$ cat src/hw/trim_pkg.sv
/*
 * Constants for the phase and offset trim block: register indices, field widths,
 * reset values and timing counts.
 * Assumes a single 125 MHz master clock and a plain word-wide register port.
 */
package trim_pkg;
    // Register indices on the plain register port.
    localparam logic [3:0] ADDR_PHASE_TRIM  = 4'h0;
    localparam logic [3:0] ADDR_OFFSET      = 4'h1;
    localparam logic [3:0] ADDR_HALF_CYCLES = 4'h2;
    localparam logic [3:0] ADDR_CONTROL     = 4'h3;
    localparam logic [3:0] ADDR_STATUS      = 4'h4;
    localparam logic [3:0] ADDR_ENERGY      = 4'h5;
    localparam logic [3:0] ADDR_LINE_ENERGY = 4'h6;
    localparam logic [3:0] ADDR_PERIOD      = 4'h7;

    // Field layout.
    localparam int TRIM_W       = 6;
    localparam int SAMPLE_W     = 16;
    localparam int OFFSET_W     = 16;
    localparam int HALF_W       = 16;
    localparam int ENERGY_W     = 24;
    localparam int PERIOD_W     = 16;
    localparam int ACC_W        = 40;
    localparam int FRAC_BITS    = 8;
    localparam int CTRL_LINE_EN = 0;
    localparam int STAT_DONE    = 0;

    // Reset values.
    localparam logic [TRIM_W-1:0]   PHASE_TRIM_RST = 6'h0D;
    localparam logic [TRIM_W-1:0]   PHASE_CENTRE   = 6'h0D;
    localparam logic [OFFSET_W-1:0] OFFSET_RST     = 16'h0000;
    localparam logic [HALF_W-1:0]   HALF_RST       = 16'h0000;

    // Timing: trim step and period tick every 8 clocks, energy update every 4.
    localparam int CLK_MHZ        = 125;
    localparam int STEP_CLKS      = 8;
    localparam int ENERGY_CLKS    = 4;
    localparam int DELAY_TAPS     = 64;
    localparam logic [5:0] CENTRE_TAP = 6'h2D;
endpackage : trim_pkg

$ cat src/hw/trim_if.sv
/*
 * Bundle between the trim core and its sample delay line.
 * Assumes both ends run on the same master clock.
 */
`timescale 1ns/1ps
`default_nettype none
interface trim_if;
    import trim_pkg::*;
    logic                       step;
    logic [TRIM_W-1:0]          trim;
    logic signed [SAMPLE_W-1:0] v_raw;
    logic signed [SAMPLE_W-1:0] i_raw;
    logic signed [SAMPLE_W-1:0] v_shift;
    logic signed [SAMPLE_W-1:0] i_shift;
    modport core (output step, trim, v_raw, i_raw, input v_shift, i_shift);
    modport line (input step, trim, v_raw, i_raw, output v_shift, i_shift);
endinterface : trim_if
`default_nettype wire

$ cat src/hw/sample_delay.sv
/*
 * Delay lines for the voltage and current sample streams.
 * Assumes one step strobe every eight clocks from the core.
 */
`timescale 1ns/1ps
`default_nettype none
module sample_delay
(
    input  wire logic clk_in,
    input  wire logic rst_in,
    trim_if.line      bus
);
    import trim_pkg::*;

    logic signed [SAMPLE_W-1:0] v_line_q [DELAY_TAPS];
    logic signed [SAMPLE_W-1:0] i_line_q [DELAY_TAPS];
    logic [5:0]                 tap;

    // Signed trim plus 32 picks the tap; the centre code lands on the fixed current tap.
    assign tap = {~bus.trim[TRIM_W-1], bus.trim[TRIM_W-2:0]};

    genvar g;
    generate
        for (g = 1; g < DELAY_TAPS; g++)
        begin : g_line
            always_ff @(posedge clk_in)
            begin
                if (rst_in)
                begin
                    v_line_q[g] <= '0;
                    i_line_q[g] <= '0;
                end
                else if (bus.step)
                begin
                    v_line_q[g] <= v_line_q[g-1];
                    i_line_q[g] <= i_line_q[g-1];
                end
            end
        end
    endgenerate

    always_ff @(posedge clk_in)
    begin
        if (rst_in)
        begin
            v_line_q[0] <= '0;
            i_line_q[0] <= '0;
        end
        else if (bus.step)
        begin
            v_line_q[0] <= bus.v_raw;
            i_line_q[0] <= bus.i_raw;
        end
    end

    // Voltage tap moves with the trim, current stays at the centre tap.
    always_ff @(posedge clk_in)
    begin
        if (rst_in)
        begin
            bus.v_shift <= '0;
            bus.i_shift <= '0;
        end
        else
        begin
            bus.v_shift <= v_line_q[tap];
            bus.i_shift <= i_line_q[CENTRE_TAP];
        end
    end
endmodule : sample_delay
`default_nettype wire

$ cat src/hw/phase_offset_trim.sv
/*
 * Phase trim of the voltage sample path, offset-corrected active energy
 * accumulation and line-cycle energy accumulation, with a plain register port.
 * Assumes voltage and current samples come from logic on the same clock.
 */
// The plain strobed port and the register addresses are this design's own decisions.
// Functional notes
// - Shift voltage samples earlier or later by trim.
// - Shift equals (trim minus 13) times eight clocks.
// - Above 13 delays, below advances, equal none.
// - Range covers 2.88 us lead, 1.152 us lag.
// - Phase trim read as signed two's complement.
// - Correction opposes error, scaled by line period; the code shifts a fixed eight clocks per trim code and does not use the period.
// - Line energy latched after programmed half cycles.
// - Energy updated every four clocks with offset.
// - Offset low eight bits are fractional.
`timescale 1ns/1ps
`default_nettype none
module phase_offset_trim
(
    input  wire logic                                     clk_in,
    input  wire logic                                     rst_in,
    input  wire logic [3:0]                               addr_in,
    input  wire logic [31:0]                              wdata_in,
    input  wire logic                                     wr_in,
    input  wire logic                                     rd_in,
    output var  logic [31:0]                              rdata_out,
    input  wire logic signed [trim_pkg::SAMPLE_W-1:0]     voltage_in,
    input  wire logic signed [trim_pkg::SAMPLE_W-1:0]     current_in,
    output var  logic signed [trim_pkg::SAMPLE_W-1:0]     voltage_trim_out,
    output var  logic signed [trim_pkg::SAMPLE_W-1:0]     current_trim_out,
    output var  logic                                     line_done_out
);
    import trim_pkg::*;

    ////////////////////////////////////////////////////////////////////////////////
    // Declarations.

    typedef enum logic [1:0] {
        LINE_IDLE = 2'b00,
        LINE_SYNC = 2'b01,
        LINE_RUN  = 2'b11
    } line_state_t;

    logic [2:0]                 step_cnt_q;
    logic [1:0]                 energy_cnt_q;
    logic                       step_q;
    logic [TRIM_W-1:0]          phase_trim_q;
    logic [OFFSET_W-1:0]        active_power_offset_q;
    logic [HALF_W-1:0]          half_cycle_count_q;
    logic                       line_en_q;
    logic                       done_q;
    logic signed [ACC_W-1:0]    acc_q;
    logic signed [ACC_W-1:0]    line_acc_q;
    logic signed [ACC_W-1:0]    inc_d;
    logic [ENERGY_W-1:0]        line_active_energy_q;
    logic [PERIOD_W-1:0]        period_cnt_q;
    logic [PERIOD_W-1:0]        period_q;
    logic [HALF_W-1:0]          half_seen_q;
    logic                       sign_q;
    logic                       half_evt;
    logic                       rise_evt;
    logic                       line_latch;
    line_state_t                line_state_q;
    logic signed [2*SAMPLE_W-1:0] product;

    trim_if link ();

    function automatic logic hit(input logic [3:0] a, input logic [3:0] reg_addr);
        hit = (a == reg_addr);
    endfunction : hit

    ////////////////////////////////////////////////////////////////////////////////
    // Time base: trim steps and period ticks every 8 clocks, energy every 4.

    always_ff @(posedge clk_in)
    begin
        if (rst_in)
        begin
            step_cnt_q <= 3'h0;
            step_q     <= 1'b0;
        end
        else
        begin
            step_cnt_q <= step_cnt_q + 3'h1;
            step_q     <= (step_cnt_q == 3'(STEP_CLKS - 1));
        end
    end

    always_ff @(posedge clk_in)
    begin
        if (rst_in)
        begin
            energy_cnt_q <= 2'h0;
        end
        else
        begin
            energy_cnt_q <= energy_cnt_q + 2'h1;
        end
    end

    ////////////////////////////////////////////////////////////////////////////////
    // Delay lines.

    assign link.step  = step_q;
    assign link.trim  = phase_trim_q;
    assign link.v_raw = voltage_in;
    assign link.i_raw = current_in;

    sample_delay u_delay
    (
        .clk_in (clk_in),
        .rst_in (rst_in),
        .bus    (link)
    );

    always_ff @(posedge clk_in)
    begin
        if (rst_in)
        begin
            voltage_trim_out <= '0;
            current_trim_out <= '0;
        end
        else
        begin
            voltage_trim_out <= link.v_shift;
            current_trim_out <= link.i_shift;
        end
    end

    ////////////////////////////////////////////////////////////////////////////////
    // Active energy: product of aligned samples plus fractional offset.

    assign product = link.v_shift * link.i_shift;

    always_comb
    begin
        inc_d = ACC_W'(signed'(product[2*SAMPLE_W-1:SAMPLE_W-FRAC_BITS]))
              + ACC_W'(signed'(active_power_offset_q));
    end

    always_ff @(posedge clk_in)
    begin
        if (rst_in)
        begin
            acc_q <= '0;
        end
        else if (energy_cnt_q == 2'(ENERGY_CLKS - 1))
        begin
            acc_q <= acc_q + inc_d;
        end
    end

    ////////////////////////////////////////////////////////////////////////////////
    // Zero crossings and line period.

    assign half_evt = step_q && (sign_q != link.v_shift[SAMPLE_W-1]);
    assign rise_evt = half_evt && sign_q;

    always_ff @(posedge clk_in)
    begin
        if (rst_in)
        begin
            sign_q <= 1'b0;
        end
        else if (step_q)
        begin
            sign_q <= link.v_shift[SAMPLE_W-1];
        end
    end

    always_ff @(posedge clk_in)
    begin
        if (rst_in)
        begin
            period_cnt_q <= '0;
            period_q     <= '0;
        end
        else if (rise_evt)
        begin
            period_q     <= period_cnt_q + PERIOD_W'(1);
            period_cnt_q <= '0;
        end
        else if (step_q && period_cnt_q != {PERIOD_W{1'b1}})
        begin
            period_cnt_q <= period_cnt_q + PERIOD_W'(1);
        end
    end

    ////////////////////////////////////////////////////////////////////////////////
    // Line-cycle accumulation.

    assign line_latch = (line_state_q == LINE_RUN) && half_evt
                     && (half_seen_q + HALF_W'(1) >= half_cycle_count_q);

    always_ff @(posedge clk_in)
    begin
        if (rst_in)
        begin
            line_state_q <= LINE_IDLE;
            half_seen_q  <= '0;
        end
        else if (!line_en_q)
        begin
            line_state_q <= LINE_IDLE;
            half_seen_q  <= '0;
        end
        else
        begin
            case (line_state_q)
                LINE_IDLE: line_state_q <= LINE_SYNC;
                LINE_SYNC:
                begin
                    if (half_evt)
                    begin
                        line_state_q <= LINE_RUN;
                        half_seen_q  <= '0;
                    end
                end
                LINE_RUN:
                begin
                    if (line_latch)
                    begin
                        half_seen_q <= '0;
                    end
                    else if (half_evt)
                    begin
                        half_seen_q <= half_seen_q + HALF_W'(1);
                    end
                end
                default: line_state_q <= LINE_IDLE;
            endcase
        end
    end

    always_ff @(posedge clk_in)
    begin
        if (rst_in)
        begin
            line_acc_q           <= '0;
            line_active_energy_q <= '0;
        end
        else if (line_state_q != LINE_RUN || line_latch)
        begin
            if (line_latch)
            begin
                line_active_energy_q <= line_acc_q[FRAC_BITS +: ENERGY_W];
            end
            line_acc_q <= '0;
        end
        else if (energy_cnt_q == 2'(ENERGY_CLKS - 1))
        begin
            line_acc_q <= line_acc_q + inc_d;
        end
    end

    ////////////////////////////////////////////////////////////////////////////////
    // Register port.

    always_ff @(posedge clk_in)
    begin
        if (rst_in)
        begin
            phase_trim_q          <= PHASE_TRIM_RST;
            active_power_offset_q <= OFFSET_RST;
            half_cycle_count_q    <= HALF_RST;
            line_en_q             <= 1'b0;
        end
        else if (wr_in)
        begin
            if (hit(addr_in, ADDR_PHASE_TRIM))
            begin
                phase_trim_q <= wdata_in[TRIM_W-1:0];
            end
            else if (hit(addr_in, ADDR_OFFSET))
            begin
                active_power_offset_q <= wdata_in[OFFSET_W-1:0];
            end
            else if (hit(addr_in, ADDR_HALF_CYCLES))
            begin
                half_cycle_count_q <= wdata_in[HALF_W-1:0];
            end
            else if (hit(addr_in, ADDR_CONTROL))
            begin
                line_en_q <= wdata_in[CTRL_LINE_EN];
            end
        end
    end

    // Done flag: set wins over a write-one clear in the same cycle.
    always_ff @(posedge clk_in)
    begin
        if (rst_in)
        begin
            done_q <= 1'b0;
        end
        else if (line_latch)
        begin
            done_q <= 1'b1;
        end
        else if (wr_in && hit(addr_in, ADDR_STATUS) && wdata_in[STAT_DONE])
        begin
            done_q <= 1'b0;
        end
    end

    always_ff @(posedge clk_in)
    begin
        if (rst_in)
        begin
            line_done_out <= 1'b0;
        end
        else
        begin
            line_done_out <= done_q;
        end
    end

    always_ff @(posedge clk_in)
    begin
        if (rst_in)
        begin
            rdata_out <= 32'h0000_0000;
        end
        else if (!rd_in)
        begin
            rdata_out <= 32'h0000_0000;
        end
        else if (hit(addr_in, ADDR_PHASE_TRIM))
        begin
            rdata_out <= 32'(phase_trim_q);
        end
        else if (hit(addr_in, ADDR_OFFSET))
        begin
            rdata_out <= 32'(active_power_offset_q);
        end
        else if (hit(addr_in, ADDR_HALF_CYCLES))
        begin
            rdata_out <= 32'(half_cycle_count_q);
        end
        else if (hit(addr_in, ADDR_CONTROL))
        begin
            rdata_out <= 32'(line_en_q);
        end
        else if (hit(addr_in, ADDR_STATUS))
        begin
            rdata_out <= 32'(done_q);
        end
        else if (hit(addr_in, ADDR_ENERGY))
        begin
            rdata_out <= 32'(acc_q[FRAC_BITS +: ENERGY_W]);
        end
        else if (hit(addr_in, ADDR_LINE_ENERGY))
        begin
            rdata_out <= 32'(line_active_energy_q);
        end
        else if (hit(addr_in, ADDR_PERIOD))
        begin
            rdata_out <= 32'(period_q);
        end
        else
        begin
            rdata_out <= 32'h0000_0000;
        end
    end
endmodule : phase_offset_trim
`default_nettype wire

$ cat config.mk
export PLATFORM = sky130hd
export DESIGN_NAME = phase_offset_trim
export DESIGN_NICKNAME = d
export VERILOG_FILES = /design/src/hw/trim_pkg.sv /design/src/hw/trim_if.sv /design/src/hw/sample_delay.sv /design/src/hw/phase_offset_trim.sv
export SDC_FILE = /design/constraint.sdc
export NUM_CORES = 2
export LEC_CHECK = 0
export BUFFER_PORTS_ARGS = -buffer_cell sky130_fd_sc_hd__buf_2
export CORE_UTILIZATION = 45
export DETAILED_ROUTE_END_ITERATION = 10
export PLACE_DENSITY_LB_ADDON = 0.05
export SYNTH_ARGS = -nofsm -noshare
export SYNTH_HDL_FRONTEND = slang
export SYNTH_SLANG_ARGS = --single-unit
$ cat constraint.sdc
create_clock -name clk_in -period 100.3 [get_ports clk_in]
set_input_delay 25.075 -clock clk_in [delete_from_list [all_inputs] [get_ports clk_in]]
set_output_delay 25.075 -clock clk_in [all_outputs]
set_load 0.03 [all_outputs]
== Word-level counts from Yosys, hierarchy flattened ==
Memory sizes are Yosys's and may differ from the RTL's. A register that Yosys moved wholly into a read port is not among the register bits.
Cells that the tools add are included.

* Add/sub/neg operators: 7
* Multipliers: 1
* $lt $le $gt $ge: 1
* Eq/ne operators: 16
* Muxes and demuxes: 149
* Bitwise logic cells: 135
* Reduce and logical (&&, ||, !) cells: 26

{| class="wikitable"
|+ Operator list
! operator !! count
|-
| two-way mux 16 bit || 136
|-
| OR 1 bit || 128
|-
| adder 40 x 25 -> 40 bit || 2
|-
| two-way mux 24 bit || 2
|-
| adder 16 x 1 -> 16 bit, second input constant || 2
|-
| multiplier 16 x 16 -> 32 bit || 1
|-
| case mux 16 bit (2 select lines) || 1
|-
| adder 24 x 16 -> 25 bit || 1
|-
| equality test 4 x 3 -> 1 bit, second input constant || 4
|-
| greater-or-equal comparator 16 bit || 1
|-
| != test 16 bit, second input constant || 1
|-
| OR reduction 9 bit || 1
|-
| equality test 4 x 2 -> 1 bit, second input constant || 2
|-
| OR reduction 2 bit || 4
|-
| logical AND 1 bit || 7
|-
| two-way mux 1 bit || 7
|-
| inverter 1 bit || 7
|-
| OR reduction 7 bit || 1
|-
| two-way mux 6 bit || 1
|-
| case mux 2 bit (3 select lines) || 1
|-
| AND reduction 2 bit || 3
|-
| AND reduction 3 bit || 2
|-
| AND reduction 5 bit || 1
|-
| equality test 2 bit, second input constant || 2
|-
| 15 further kinds || 17
|}

* Flip-flop bits (word level): 266
* Memory bits (writable): 2048
* Input port bits: 72
* Output and inout port bits: 65
* Logic and storage cells: 360
* Memories kept: 2

{| class="wikitable"
|+ Memory list
! memory !! words !! bits a word !! read ports !! clocked after memory_dff !! wr ports !! RTL line !! source
|-
| u_delay.i_line_q || 64 || 16 || 64 || 1 || 64 || sample_delay.sv:16 || <nowiki>logic signed [SAMPLE_W-1:0] i_line_q [DELAY_TAPS];</nowiki>
|-
| u_delay.v_line_q || 64 || 16 || 64 || 1 || 64 || sample_delay.sv:15 || <nowiki>logic signed [SAMPLE_W-1:0] v_line_q [DELAY_TAPS];</nowiki>
|}

== Longest topological paths before layout ==
* Depth after elaboration: 9
* Depth in mapped cells: 46
* Depth with buffers taken out: 45

== Cells and area by module ==
From an unflattened synthesis, not the netlist that was laid out.

* Cells, all modules: 6988
* Area total of the unflattened synthesis: 96976.8 um^2

{| class="wikitable"
|+ By module, submodules not included
! module !! instances !! cells each !! area an instance (um^2)
|-
| sample_delay || 1 || 4391 || 73932.2
|-
| phase_offset_trim || 1 || 2597 || 23044.6
|}

== Worst setup path before layout ==
Ideal clock, no wire load.

* Path kind: input to register
* From: input port rst_in
* To: memory u_delay.i_line_q[0][0] (enable)
* Library setup time: 11.922 ns
* Arrival time: 54.522 ns
* Required time: 88.378 ns
* Setup slack: 33.856 ns
* Stages on the path: 6
* Path buffers: 4
* Cell sequence: clkbuf_1 clkinv_1 clkbuf_1 clkbuf_1 clkbuf_1 nand2_1

{| class="wikitable"
|+ RTL lines
! what !! RTL line !! source
|-
| from (decl) || phase_offset_trim.sv:22 || <nowiki>input wire logic rst_in,</nowiki>
|-
| to (decl) || sample_delay.sv:16 ||
|}

==> results.md <==
- Post-Place Worst Slack: 67.51 ns
- Wire per inst: slightly below 20 um
- Bufs on Longest Clock Path: 3
- Worst-skew pair later-pin latency: between 0.8 and 0.9 ns
- Final #Nets: 7412
- Fin util: 0.497
- Number of buffers created by CTS: around 220
- Multi-input gate area: between 30000 and 40000 um2
- Setup ws final: about 70 ns
- Root Buffer Master: clkbuf_16
- Slew Viols, Final: 0
- # resized after CTS: 0
- Placer congestion estimate: approximately 0.83
- Final number of hold-violating endpoints: 0
- Kind of critical path: in -> reg
- Proportion of register bits with asynchronous set or reset after synthesis: 0
- Maximum net fanout on the critical path: around 80
- Gate power share: 0.089
- Count of cell types in the netlist: between 70 and 80
- Commonest register cell after synthesis: edfxtp_1
- Total routing usage reported by global routing: 0.181
- Required @ worst endpoint: between 100 and 150 ns
- Fin crit share: 0.315
- Area of the core: about 210000 um2
- Share of final-layout standard cells stronger than drive strength 1: 0.121
- Clk sinks: 2034
- DR vias/cell: around 5.6
- Sum Neg Setup Slack: 0 ns
- Synthesis-to-layout area growth: 9.77%
- Cell area after synthesis: between 90000 and 100000 um2
- Number of design rule violations left after detail routing: 0
- Class of the tightest hold or removal check: reg -> reg
- Seq cells post-synth: ~2000
- Hold Worst Slack: 0.419 ns
- Switching portion of total power: 0.238
- Sequential power share: 0.506
- Drt first pass iters: 5
- Worst setup skew after layout: around 0.070 ns
- Tmin final: roughly 32 ns
- Final count of negative-setup-slack endpoints: 0
- # rows: 170
- Clk pwr share: 0.405
- Leak Pwr: 46.4 nW
- Post-route ant nets: 0
- Chip height: about 470 um
- EDFF count, synth: ~1800
- Fill cells: roughly 19000
- Clock-pin slew on the worst setup and hold paths: 0.06 ns
- Worst endpoint data arrival time: about 32 ns
- Post-CTS setup-driven buffer insertion count: 0
- Vias in the first global route: 55500
- Global-route wire length before repair: approximately 320000 um
- Via count: between 50000 and 60000
- Total Wirelength: 197000 um
- Crit end category: register
- Worst Max-Slew Pin Slew: about 1.3 ns
- CTS tree: built
- Sequential area share after synthesis: 0.601
- HPWL after detailed placement: around 110000 um
- Switching power of the nets: 0.451 mW
- Number of top-level pins: between 100 and 150
- Area of the die: around 220000 um2
- Worst IR drop on VDD: around 0.000015 V
- P per Cell Area: between 15 and 20 nW/um2
- Total number of yosys warnings: 0
- Avg Inst Size Synth: 13.8 um2
- # H-tree levels: 4
- Input/output buffers: roughly 110
- Total chip power: 1.89 mW
- Maximum clock rate: about 32 MHz
- Type of origin of the critical path: input port
- DRC marker count from the first detailed-route iteration: roughly 4800
- Cell count after synthesis: slightly above 7000
- Aggregate global routing overflow: 0
- Cts hold-fix bufs: 0
- Starting density of the core: 0.453
- Initial antenna violation count: 10
- Setup repair after global routing missed its margin: no
- Status: complete, no violations
- Internal power component: around 1.4 mW
- Width of the chip: between 400 and 500 um
- Rel. slew slack: 0.119
- Register area: roughly 58000 um2
- Max cap viols: 0
- Largest net degree at the start of global routing: roughly 300
==> critical path, cell delays in order <==
cell and delay, ns:
buf_4 0.41, inv_8 0.24, nand2_4 0.89, buf_4 0.88, buf_4 0.78, buf_4 0.87, buf_4 0.90, buf_4 0.91
buf_4 0.81
==> cells by family after synthesis <==
| kind of cell | synth area share |
|---|---|
| buffers and inverters | 0.0359 |
| muxes | 0.0845 |
| adders and majority gates | 0.0788 |
| DFF | 0.601 |
| xor gates and xnor gates | 0.0116 |
| and+or+nand+nor | 0.157 |
| AOI/OAI and AO/OA | 0.0313 |
| other | 0.0000386 |
==> flip-flops by register name (all words and copies together), names as in the netlist, 6 cells and up <==
signal                 cells
line_acc_q                32
u_delay.v_line_q        1024
line_active_energy_q      24
active_power_offset_q     16
link.trim                  6
voltage_trim_out          16
u_delay.bus.i_shift       16
current_trim_out          16
u_delay.bus.v_shift       16
rdata_out                 24
half_seen_q               16
period_q                  16
period_cnt_q              16
half_cycle_count_q        16
acc_q                     32
u_delay.i_line_q         736
==> metal layers <==
layer	up-vias	wire, um	GRT usage
met1	28400	96400	0.276
met5	-	13	0
li1	25900	-	-
met4	2	3880	0.0448
met3	268	8360	0.0266
met2	965	88400	0.271
==> stage by stage <==
| stage | instances | cell area [um2] |
|---|---|---|
| 2_1_floorplan | 7044 | 97100 |
| 3_3_place_gp | 9508 | 99700 |
| 3_5_place_dp | 9508 | 99700 |
| 4_1_cts | 9898 | 107000 |
| 5_1_grt | 9900 | 107000 |
| 6_report | 9903 | 107000 |
==> Yosys cell counts (61+ instances only) <==
| library cell | count | area share |
|---|---|---|
| fa_1 | 264 | 0.054 |
| and2_1 | 139 | 0.0090 |
| mux4_2 | 336 | 0.078 |
| inv_1 | 334 | 0.013 |
| nor2b_1 | 66 | 0.0043 |
| xnor2_1 | 80 | 0.0072 |
| edfxtp_1 | 1760 | 0.54 |
| clkbuf_1 | 527 | 0.020 |
| nand2_1 | 306 | 0.012 |
| a21oi_1 | 132 | 0.0068 |
| ha_1 | 189 | 0.024 |
| and3_1 | 1781 | 0.11 |
| o21ai_0 | 81 | 0.0042 |
| dfxtp_1 | 274 | 0.057 |
| nor2_1 | 210 | 0.0081 |
| mux2i_1 | 61 | 0.0063 |
==> area by class of cell <==
cell class,instances,area share
sequential,2034,0.548
multi-input combinational,4099,0.331
clock buffer,287,0.0548
tap,2838,0.0333
timing repair buffer,201,0.0121
inverter,336,0.0119
clock inverter,103,0.00873
antenna,5,0.000117
==> power by group through the flow <==
stage | Sequential, mW | Combinational, mW | Clock [mW]
final | 0.957 | 0.168 | 0.766
after global routing | 0.960 | 0.187 | 0.822
after CTS | 0.957 | 0.169 | 0.791
after detailed placement | 0.974 | 0.168 | 0
after global placement | 0.973 | 0.167 | 0
after floorplan | 1.04 | 0.124 | 0
==> path summary, 6_finish.rpt <==
kind / from / end / slack [ns] / cells past startpoint
worst max-delay path: rst_in / u_delay.v_line_q[26][15] / 68.69 / 9
worst min-delay path: step_cnt_q[0] / step_cnt_q[0] / 0.42 / 1
worst max register to register: u_delay.bus.i_shift[1] / acc_q[31] / 88.73 / 40
worst min register to register: step_cnt_q[0] / step_cnt_q[0] / 0.42 / 1
==> cell usage in the layout, fill, tap and decap left out, types with 17 or more instances in the layout <==
| master | instances |
|---|---|
| mux4_2 | 336 |
| xor2_1 | 49 |
| and2_1 | 139 |
| nor3_1 | 17 |
| clkinv_1 | 53 |
| nand2_1 | 305 |
| buf_2 | 111 |
| clkbuf_16 | 219 |
| clkbuf_1 | 53 |
| o21ai_0 | 81 |
| edfxtp_1 | 1760 |
| a211oi_1 | 24 |
| nand3_1 | 52 |
| nand2b_1 | 23 |
| buf_4 | 85 |
| xnor2_1 | 80 |
| a22oi_1 | 56 |
| nor2_1 | 210 |
| a31oi_1 | 30 |
| a21oi_1 | 132 |
| ha_1 | 188 |
| nor2b_1 | 66 |
| inv_1 | 334 |
| fa_1 | 264 |
| dfxtp_1 | 268 |
| mux2i_1 | 61 |
| and3_1 | 1781 |
| clkinv_2 | 23 |
| a21o_1 | 36 |
Power figures use the tool's default switching activity.
